--- src/core/irb2_pkg.sv ---
// constants shared by the second initialization register bank
package irb2_pkg;

   // ------------------------------------------------------------
   // serial frame layout
   // ------------------------------------------------------------
   localparam int             DATA_W       = 16;
   localparam int             ADDR_W       = 7;
   localparam int             FRAME_W      = 24;
   localparam int             HDR_W        = 8;
   localparam int             RD_FLAG_BIT  = 23;
   localparam int             ADDR_MSB     = 22;
   localparam int             ADDR_LSB     = 16;
   localparam logic [4:0]     FRAME_BITS   = 5'h18;
   localparam logic [4:0]     HEADER_BITS  = 5'h08;
   localparam logic [4:0]     BIT_ONE      = 5'h01;

   // ------------------------------------------------------------
   // register offsets, reset values, flag positions
   // ------------------------------------------------------------
   localparam logic [6:0]     OFF_INIT_A   = 7'h0a;
   localparam logic [6:0]     OFF_INIT_B   = 7'h12;
   localparam logic [6:0]     OFF_INIT_C   = 7'h13;
   localparam logic [15:0]    RST_INIT_A   = 16'h0000;
   localparam logic [15:0]    RST_INIT_B   = 16'h0000;
   localparam logic [15:0]    RST_INIT_C   = 16'h0000;
   localparam logic [15:0]    READ_UNMAPPED = 16'h0000;
   localparam int             FLAG_A_BIT   = 14;
   localparam int             FLAG_B_BIT   = 6;
   localparam int             FLAG_C_BIT   = 15;

endpackage

--- src/core/irb2_regbank.sv ---
// second initialization register bank behind the serial configuration port
`timescale 1ns/10ps

// Behaviour
// - Offset 0x12 bit 6 is an init flag that stores and returns what the host wrote.
// - Offset 0x13 bit 15 is an init flag the host sets during init and clears afterwards.
// - Offset 0x0A bit 14 is an init flag the host sets during init and clears afterwards.
// - After reset offset 0x12 reads all zeros.
// - After reset offset 0x13 reads all zeros.
// - After reset offset 0x0A reads all zeros.
module irb2_regbank (
   // clock and reset
   input  wire logic   clock,
   input  wire logic   rstn,
   // serial configuration port
   input  wire logic   csn,
   input  wire logic   sclk,
   input  wire logic   sdi,
   output logic        sdo,
   output logic        sdoEn,
   // initialization flags to device logic
   output logic        initFlagA,
   output logic        initFlagB,
   output logic        initFlagC
);

   typedef struct packed {
      logic [irb2_pkg::DATA_W-1:0]   regA;
      logic [irb2_pkg::DATA_W-1:0]   regB;
      logic [irb2_pkg::DATA_W-1:0]   regC;
      logic [irb2_pkg::DATA_W-1:0]   txShift;
      logic                          sdo;
      logic                          sdoEn;
   } irb2_bank_s;

   irb2_bank_s                       st;
   irb2_bank_s                       next_st;
   logic                             hdrValid;
   logic                             wordValid;
   logic                             fallPulse;
   logic [irb2_pkg::FRAME_W-1:0]     word;
   logic                             rdFlag;
   logic [irb2_pkg::ADDR_W-1:0]      addr;
   logic [irb2_pkg::DATA_W-1:0]      wrData;
   logic                             wrCommit;

   // ------------------------------------------------------------
   // serial receiver
   // ------------------------------------------------------------
   irb2_spi_shift u_shift (
      .clock     (clock),
      .rstn      (rstn),
      .csn       (csn),
      .sclk      (sclk),
      .sdi       (sdi),
      .hdrValid  (hdrValid),
      .wordValid (wordValid),
      .fallPulse (fallPulse),
      .word      (word)
   );

   // header sits in the low byte when hdrValid, in the top byte when wordValid
   assign rdFlag   = hdrValid ? word[irb2_pkg::HDR_W-1] : word[irb2_pkg::RD_FLAG_BIT];
   assign addr     = hdrValid ? word[irb2_pkg::ADDR_W-1:0]
                              : word[irb2_pkg::ADDR_MSB:irb2_pkg::ADDR_LSB];
   assign wrData   = word[irb2_pkg::DATA_W-1:0];
   assign wrCommit = wordValid && !rdFlag;

   function automatic logic [irb2_pkg::DATA_W-1:0] read_mux(
      input logic [irb2_pkg::ADDR_W-1:0] a,
      input irb2_bank_s                  s
   );
      logic [irb2_pkg::DATA_W-1:0] v;
      v = irb2_pkg::READ_UNMAPPED;
      if (a == irb2_pkg::OFF_INIT_A) begin
         v = s.regA;
      end else if (a == irb2_pkg::OFF_INIT_B) begin
         v = s.regB;
      end else if (a == irb2_pkg::OFF_INIT_C) begin
         v = s.regC;
      end
      return v;
   endfunction

   // ------------------------------------------------------------
   // next state
   // ------------------------------------------------------------
   always_comb begin
      next_st       = st;
      next_st.sdoEn = !csn;
      if (hdrValid) begin
         // read data returns all 16 bits as stored
         next_st.txShift = rdFlag ? read_mux(addr, st) : '0;
      end else if (fallPulse) begin
         // first falling edge after the header presents the data msb
         next_st.sdo     = st.txShift[irb2_pkg::DATA_W-1];
         next_st.txShift = {st.txShift[irb2_pkg::DATA_W-2:0], 1'b0};
      end
      if (csn) begin
         next_st.sdo = 1'b0;
      end
      if (wrCommit) begin
         // whole word is stored, reserved bits included
         unique case (addr)
            irb2_pkg::OFF_INIT_A: next_st.regA = wrData;
            irb2_pkg::OFF_INIT_B: next_st.regB = wrData;
            irb2_pkg::OFF_INIT_C: next_st.regC = wrData;
            default: begin
               // unmapped offsets drop the write
            end
         endcase
      end
   end

   always_ff @(posedge clock) begin
      if (!rstn) begin
         st <= '{regA:    irb2_pkg::RST_INIT_A,
                 regB:    irb2_pkg::RST_INIT_B,
                 regC:    irb2_pkg::RST_INIT_C,
                 txShift: '0,
                 sdo:     1'b0,
                 sdoEn:   1'b0};
      end else begin
         st <= next_st;
      end
   end

   assign sdo       = st.sdo;
   assign sdoEn     = st.sdoEn;
   assign initFlagA = st.regA[irb2_pkg::FLAG_A_BIT];
   assign initFlagB = st.regB[irb2_pkg::FLAG_B_BIT];
   assign initFlagC = st.regC[irb2_pkg::FLAG_C_BIT];

   // ------------------------------------------------------------
   // assertions
   // ------------------------------------------------------------
   property p_rst_a;
      @(posedge clock) disable iff (!rstn)
      $rose(rstn) |-> (st.regA == irb2_pkg::RST_INIT_A) && !initFlagA;
   endproperty
   a_rst_a: assert property (p_rst_a)
      else $error("reg 0x0a not cleared by reset");

   property p_rst_b;
      @(posedge clock) disable iff (!rstn)
      $rose(rstn) |-> (st.regB == irb2_pkg::RST_INIT_B) && !initFlagB;
   endproperty
   a_rst_b: assert property (p_rst_b)
      else $error("reg 0x12 not cleared by reset");

   property p_rst_c;
      @(posedge clock) disable iff (!rstn)
      $rose(rstn) |-> (st.regC == irb2_pkg::RST_INIT_C) && !initFlagC;
   endproperty
   a_rst_c: assert property (p_rst_c)
      else $error("reg 0x13 not cleared by reset");

   property p_wr_b;
      @(posedge clock) disable iff (!rstn)
      (wrCommit && addr == irb2_pkg::OFF_INIT_B)
         |=> initFlagB == $past(wrData[irb2_pkg::FLAG_B_BIT]);
   endproperty
   a_wr_b: assert property (p_wr_b)
      else $error("flag in 0x12 does not follow write");

   property p_wr_c;
      @(posedge clock) disable iff (!rstn)
      (wrCommit && addr == irb2_pkg::OFF_INIT_C)
         |=> initFlagC == $past(wrData[irb2_pkg::FLAG_C_BIT]);
   endproperty
   a_wr_c: assert property (p_wr_c)
      else $error("flag in 0x13 does not follow write");

   property p_wr_a;
      @(posedge clock) disable iff (!rstn)
      (wrCommit && addr == irb2_pkg::OFF_INIT_A)
         |=> initFlagA == $past(wrData[irb2_pkg::FLAG_A_BIT]);
   endproperty
   a_wr_a: assert property (p_wr_a)
      else $error("flag in 0x0a does not follow write");

   property p_full_word;
      @(posedge clock) disable iff (!rstn)
      (wrCommit && addr == irb2_pkg::OFF_INIT_B) |=> st.regB == $past(wrData);
   endproperty
   a_full_word: assert property (p_full_word)
      else $error("reg 0x12 lost bits of the written word");

   property p_hold;
      @(posedge clock) disable iff (!rstn)
      !wrCommit |=> $stable(st.regA) && $stable(st.regB) && $stable(st.regC);
   endproperty
   a_hold: assert property (p_hold)
      else $error("bank changed without a write frame");

   // reserved bits of 0x0a and 0x13 are kept too, not only the flag
   property p_full_word_a;
      @(posedge clock) disable iff (!rstn)
      (wrCommit && addr == irb2_pkg::OFF_INIT_A) |=> st.regA == $past(wrData);
   endproperty
   a_full_word_a: assert property (p_full_word_a)
      else $error("reg 0x0a lost bits of the written word");

   property p_full_word_c;
      @(posedge clock) disable iff (!rstn)
      (wrCommit && addr == irb2_pkg::OFF_INIT_C) |=> st.regC == $past(wrData);
   endproperty
   a_full_word_c: assert property (p_full_word_c)
      else $error("reg 0x13 lost bits of the written word");

   // a write to a foreign offset must not alias onto the bank
   property p_unmapped;
      @(posedge clock) disable iff (!rstn)
      (wrCommit && addr != irb2_pkg::OFF_INIT_A && addr != irb2_pkg::OFF_INIT_B
         && addr != irb2_pkg::OFF_INIT_C)
         |=> $stable(st.regA) && $stable(st.regB) && $stable(st.regC);
   endproperty
   a_unmapped: assert property (p_unmapped)
      else $error("write to an unmapped offset changed the bank");

   // deselected port neither drives nor shows stale data
   property p_sdo_idle;
      @(posedge clock) disable iff (!rstn)
      csn |=> !sdo && !sdoEn;
   endproperty
   a_sdo_idle: assert property (p_sdo_idle)
      else $error("serial output active while deselected");

   property p_sdo_en;
      @(posedge clock) disable iff (!rstn)
      !csn |=> sdoEn;
   endproperty
   a_sdo_en: assert property (p_sdo_en)
      else $error("serial output not enabled while selected");

endmodule

--- src/core/irb2_spi_shift.sv ---
// serial configuration port receiver: edge detect, bit count, shift register
`timescale 1ns/10ps
module irb2_spi_shift (
   // clock and reset
   input  wire logic                          clock,
   input  wire logic                          rstn,
   // serial pins, already synchronous to clock
   input  wire logic                          csn,
   input  wire logic                          sclk,
   input  wire logic                          sdi,
   // frame events
   output logic                               hdrValid,
   output logic                               wordValid,
   output logic                               fallPulse,
   output logic [irb2_pkg::FRAME_W-1:0]       word
);

   typedef struct packed {
      logic                             prevSclk;
      logic [4:0]                       bitCount;
      logic [irb2_pkg::FRAME_W-1:0]     shift;
      logic                             hdrValid;
      logic                             wordValid;
      logic                             fallPulse;
   } irb2_shift_s;

   irb2_shift_s st;
   irb2_shift_s next_st;

   // ------------------------------------------------------------
   // next state
   // ------------------------------------------------------------
   always_comb begin
      next_st           = st;
      next_st.prevSclk  = sclk;
      next_st.hdrValid  = 1'b0;
      next_st.wordValid = 1'b0;
      next_st.fallPulse = 1'b0;
      if (csn) begin
         // deselect aborts any partial frame
         next_st.bitCount = '0;
      end else if (sclk && !st.prevSclk) begin
         // bits past the frame length are ignored until deselect
         if (st.bitCount < irb2_pkg::FRAME_BITS) begin
            next_st.shift    = {st.shift[irb2_pkg::FRAME_W-2:0], sdi};
            next_st.bitCount = st.bitCount + irb2_pkg::BIT_ONE;
            next_st.hdrValid  = (st.bitCount == irb2_pkg::HEADER_BITS - irb2_pkg::BIT_ONE);
            next_st.wordValid = (st.bitCount == irb2_pkg::FRAME_BITS - irb2_pkg::BIT_ONE);
         end
      end else if (!sclk && st.prevSclk) begin
         next_st.fallPulse = 1'b1;
      end
   end

   always_ff @(posedge clock) begin
      if (!rstn) begin
         st <= '0;
      end else begin
         st <= next_st;
      end
   end

   assign hdrValid  = st.hdrValid;
   assign wordValid = st.wordValid;
   assign fallPulse = st.fallPulse;
   assign word      = st.shift;

endmodule

--- config.mk ---
export PLATFORM = sky130hd
export DESIGN_NAME = irb2_regbank
export DESIGN_NICKNAME = d
export VERILOG_FILES = /design/src/core/irb2_pkg.sv /design/src/core/irb2_regbank.sv /design/src/core/irb2_spi_shift.sv
export SDC_FILE = /design/constraint.sdc
export NUM_CORES = 1
export LEC_CHECK = 0
export BUFFER_PORTS_ARGS = -buffer_cell sky130_fd_sc_hd__buf_2
export CAP_MARGIN = 20
export CORE_ASPECT_RATIO = 0.6
export CORE_MARGIN = 2
export CORE_UTILIZATION = 40
export CTS_CLUSTER_DIAMETER = 40
export CTS_CLUSTER_SIZE = 8
export DETAILED_ROUTE_END_ITERATION = 7
export MAX_ROUTING_LAYER = met4
export PLACE_DENSITY = 0.58
export SETUP_SLACK_MARGIN = 0.4
export SLEW_MARGIN = 10
export SYNTH_ARGS = -nofsm -noshare
export SYNTH_HDL_FRONTEND = slang
export SYNTH_SLANG_ARGS = --single-unit
--- constraint.sdc ---
create_clock -name clock -period 2.7 [get_ports clock]
set_input_delay 0.135 -clock clock [delete_from_list [all_inputs] [get_ports clock]]
set_output_delay 0.135 -clock clock [all_outputs]
set_load 0.01 [all_outputs]
# Word-level counts from Yosys, hierarchy flattened
# Cells that the tools add are included.
# Widths: inputs -> output; s select.
classes:
  add_sub_neg: 1
  n_lt_le_gt_ge: 1
  eq_ne: 5
  n_mux: 9
  n_bitwise: 5
  n_reduce_logical: 17
op_table:
  columns: ["cell", "n"]
  rows:
  - ["$mux 16", 5]
  - ["$mux 17", 1]
  - ["$eq 7x5->1 const B", 2]
  - ["$reduce_and 2->1", 5]
  - ["$eq 7x4->1 const B", 1]
  - ["$mux 7", 1]
  - ["$add 5x1->5 const B", 1]
  - ["$eq 5x3->1 const B", 1]
  - ["$eq 5x5->1 const B", 1]
  - ["$lt 5x5->1 const B", 1]
  - ["$not 1->1", 5]
  - ["$logic_not 1->1", 4]
  - ["$reduce_or 4->1", 1]
  - ["$logic_and 1x1->1", 3]
  - ["$reduce_and 3->1", 1]
  - ["$reduce_or 3->1", 1]
  - ["$mux 1", 2]
  - ["$reduce_bool 2->1", 1]
  - ["$reduce_or 2->1", 1]
totals:
  register_bits: 99
  input_bits: 5
  output_inout_bits: 5

# Depth between registers and ports, before layout
logic_depth:
  ltp_word: 7
  depth_mapped: 8

# Hierarchy
# From an unflattened synthesis, not the netlist that was laid out.
unflattened:
  cells_unflattened: 462
  area_unflattened_um2: 4450.5
modules_own_cells:
  columns: ["module", "instances", "cells_each", "area_per_inst_um2", "seq_area_each_um2"]
  rows:
  - ["irb2_regbank", 1, 320, 2994.1, 1321.3]
  - ["irb2_spi_shift", 1, 142, 1456.4, 660.6]

# Worst setup path before layout
# No wires, ideal clock.
synth_timing:
  kind: "register -> register"
  startpoint: "reg u_shift.st (netlist bit u_shift.hdrValid)"
  endpoint: "reg st[55] in the netlist's numbering"
  setup_time_ns: 0.116
  arrival_time_ns: 1.682
  t_required_ns: 2.584
  slack_ns: 0.902
  path_stages_with_launch: 9
  n_path_buf: 3
  synth_period_minus_slack_ns: 1.798
  cell_sequence: "dfxtp_1 > buf_6 > nand2b_4 > o21a_1 > buf_6 > nor3_4 > buf_6 > mux2i_1 > nor2b_1"
synth_via:
  elab_chain_len: 4
synth_lines:
  columns: ["item", "line_no", "rtl"]
  rows:
  - ["start, declared", "irb2_spi_shift.sv:27", "irb2_shift_s st;"]
  - ["start signal, assigned", "irb2_spi_shift.sv:59", "st <= next_st;"]
  - ["parallel branches: the longest is 3 deep, another holds $mux 7", null, null]
  - ["$reduce_and 2->1 (no line) (*)", null, null]
  - ["end signal, assigned", "irb2_regbank.sv:117", "st <= '{regA: irb2_pkg::RST_INIT_A,"]
  - ["end signal, assigned", "irb2_regbank.sv:124", "st <= next_st;"]
  - ["end, declared", "irb2_regbank.sv:36", "irb2_bank_s st;"]
# Every way passes the cells marked *.
# A chain may end at the register's enable or synchronous reset.

# Final worst setup path
layout_timing:
  startpoint: "reg u_shift.st (netlist bit u_shift.hdrValid)"
  endpoint: "reg st[59] in the netlist's numbering"
# Same word-level chain as after synthesis.

==> reports/qor.txt <==
clock buffer count from CTS: 9
Reg power frac: 50.5%
Gate power share: 2.6%
post_cts resized: 0
FILL cells: 1,001
largest net degree at the start of global routing: 76
status: complete, no violations
post-synthesis cell area: 4290 µm²
max-slew violations: 0
CP endpoint kind: flop
Global Route Usage Sum: 19.1%
Clk pwr share: 46.9%
nets: 442
routed length on met1: 5540 µm
vias per cell: 5.26
worst hold path class: primary input to flop
Die ar.: 11,600 µm²
endpoints failing hold: 0
worst vdd ir: 0.000285 V
Sw Ratio: 20.1%
Synth Area in Adders: 0.292%
Mean Syn Cell Area: 9.85 µm²
Tcrit/Tclk final: 80.6%
Net Count, Synth: 441
Die X: 138 µm
net switching power: 583 µW
Synth Area in Compound Gates: 15.7%
DR vias: 3,045
mux share of post-synthesis cell area: 15.4%
Fmax achieved: 459 MHz
CP Max Fanout: 16
H-tree Lvls: 3
Detail Route met3 WL: 534 µm
DRC viols: 0
DIE HEIGHT: 84.2 µm
library cells used by synthesis: 39
antenna cells: 0
Worst Clk Skew: 0.00519 ns
Critical Path AT: 2.41 ns
met2 WL: 3940 µm
clock root buffer master: clkbuf_16
Slew HR: 51.7%
Synth Area in XOR/XNOR: 0.613%
Routed Antenna Nets: 0
main combinational cell family by area after synthesis: simple AND/OR/NAND/NOR gates
first-pass GRT wire length: 16,200 µm
Max-Cap Viols: 0
initial core utilization: 40.9%
power per cell area: 606 nW/µm²
reg2reg path depth: 6
Crit path required time: 2.93 ns
final setup fails: 0
cts hold-fix bufs: 0
number of buffers added on ports: 9
Ys Warns: 0
Seq/Total Area, Yosys: 46.2%
routability cong.: 0.763
clock latency on the worst-skew pair: 0.34 ns
CTS tree: yes
CTS sink count: 99
total power: 2910 µW
vias in the first global route: 2,906
register bit count reported by yosys: 99
Pint: 2320 µW
Top Metal Used: met4
Area Overhead vs Synth: 12.0%
Hold Path Depth: 2
DR WL/cell: 17.3 µm
clock buffer depth: 2
num ports: 10
Mapped Cells: 435
global route total overflow: 0
critical path class: flop to flop
DRT Pass-1 Iters: 5
RSZ-0062 raised after global routing: true
Leak: 0.00146 µW
worst slew pin tran: 0.725 ns
WL final: 10,000 µm
post-synthesis simple-gate area fraction: 17.3%
clk slew on worst S/H paths: 0.07 ns
initial antenna violation count: 0
post-CTS setup buffer count: 0
Final Critical Period: 2.18 ns
Setup Total Neg Slack: 0 ns
Final HPWL DP: 6410 µm
layout cells sized above 1: 11.6%
row count: 29
core area: 10,500 µm²
Initial DRC Count: 238
CP Launch Type: flop
area by class of cell:
type,count,area (µm²),area share (%)
clock buffer,10,239,4.98
clock inverter,5,77.6,1.62
inverter,3,11.3,0.235
multi-input combinational,298,2140,44.5
sequential,99,1980,41.3
tap,139,174,3.62
timing repair buffer,25,178,3.70
registers in the layout, indices dropped and copies added, names as in the netlist:
register           cells
st                    61
u_shift.word          24
u_shift.st             6
initFlagA              1
initFlagB              1
initFlagC              1
sdo                    1
sdoEn                  1
u_shift.fallPulse      1
u_shift.hdrValid       1
u_shift.wordValid      1
worst max-delay path, cell delays in order (launching register included):
cell	delay, ns
dfxtp_2	0.52
nor4b_4	0.36
o22ai_2	0.29
nor3_4	0.23
buf_4	0.36
mux2i_1	0.24
nor2b_1	0.06
final timing paths:
kind,startpoint,to,slack (ns)
worst max-delay path,u_shift.hdrValid$_SDFF_PP0_,st[59]$_SDFFE_PN0P_,0.52
worst min-delay path,sclk,u_shift.st[32]$_SDFF_PN0_,0.02
worst max register to register,u_shift.hdrValid$_SDFF_PP0_,st[59]$_SDFFE_PN0P_,0.52
worst min register to register,u_shift.st[31]$_SDFFE_PP0P_,u_shift.hdrValid$_SDFF_PP0_,0.45
stage by stage:
step                hold WS, ns  cell area [µm²]  utilization, %  worst slack (ns)  std cells
floorplan                 0.262             4290               -             0.902        435
global placement          0.359             4470            42.7             0.441        564
detailed placement        0.369             4470            42.7             0.419        564
CTS                     0.00737             4790            45.7             0.405        579
global route             0.0376             4800            45.8             0.383        579
finish                   0.0192             4800            45.8             0.523        579
Yosys cell counts, drive strengths merged:
master,count,area share [%]
and3,3,0.44
xor2,2,0.41
o21ai,2,0.32
o22ai,17,2.6
and3b,2,0.41
xnor2,1,0.20
or3,1,0.15
nor3b,4,0.70
buf,13,2.2
inv,3,0.26
nor2,8,0.70
o2bb2ai,1,0.20
a211oi,1,0.29
o31ai,15,2.6
clkbuf,22,1.9
ha,1,0.29
nor2b,51,7.4
o21a,1,0.18
a21boi,24,4.2
dfxtp,99,46
nand2b,5,0.90
nand2,51,4.5
a2bb2oi,15,3.1
nor4,1,0.29
nor3,1,0.38
nand4,2,0.29
and2,1,0.15
mux2i,66,15
a21oi,17,2.0
nand3b,2,0.35
nand3,1,0.12
nor4b,1,0.55
a31o,1,0.20
layout by cell type, fill, tap and decap left out, drive strengths merged, types with 2 or more instances in the layout:
cell type | netlist | layout
nor2 | 8 | 8
nor2b | 51 | 51
a21oi | 17 | 17
and3 | 3 | 3
mux2i | 66 | 66
bufinv | 0 | 2
nand2 | 51 | 51
o31ai | 15 | 15
o22ai | 17 | 17
nand3b | 2 | 2
o21ai | 2 | 2
a2bb2oi | 15 | 15
xor2 | 2 | 2
nand4 | 2 | 2
nor3b | 4 | 4
nand2b | 5 | 5
buf | 13 | 25
dfxtp | 99 | 99
clkbuf | 22 | 10
a21boi | 24 | 24
and3b | 2 | 2
clkinv | 0 | 2
inv | 3 | 3
power groups by stage:
stage	registers, µW	logic, µW	clock network [µW]
3_5_place_dp	1500	74.7	0
6_report	1470	74.3	1360
5_1_grt	1470	80.4	1460
2_1_floorplan	1500	51.5	0
3_3_place_gp	1500	74.3	0
4_1_cts	1470	75.0	1400
metal layers:
layer  vias to the layer above  global-route usage [%]
met2                        62                    25.1
met3                         2                    4.95
met4                         0                    4.22
met1                      1461                    28.9
met5                         -                       -
li1                       1520                       -
cells by family after synthesis:
group	count (synthesis)
buffers and inverters	38
AO/OA/AOI/OAI	94
multiplexers	66
XOR/XNOR	3
AND/OR/NAND/NOR	134
flip-flops	99
adder cells (fa/ha/maj)	1
(Power assumes the default switching activity.)
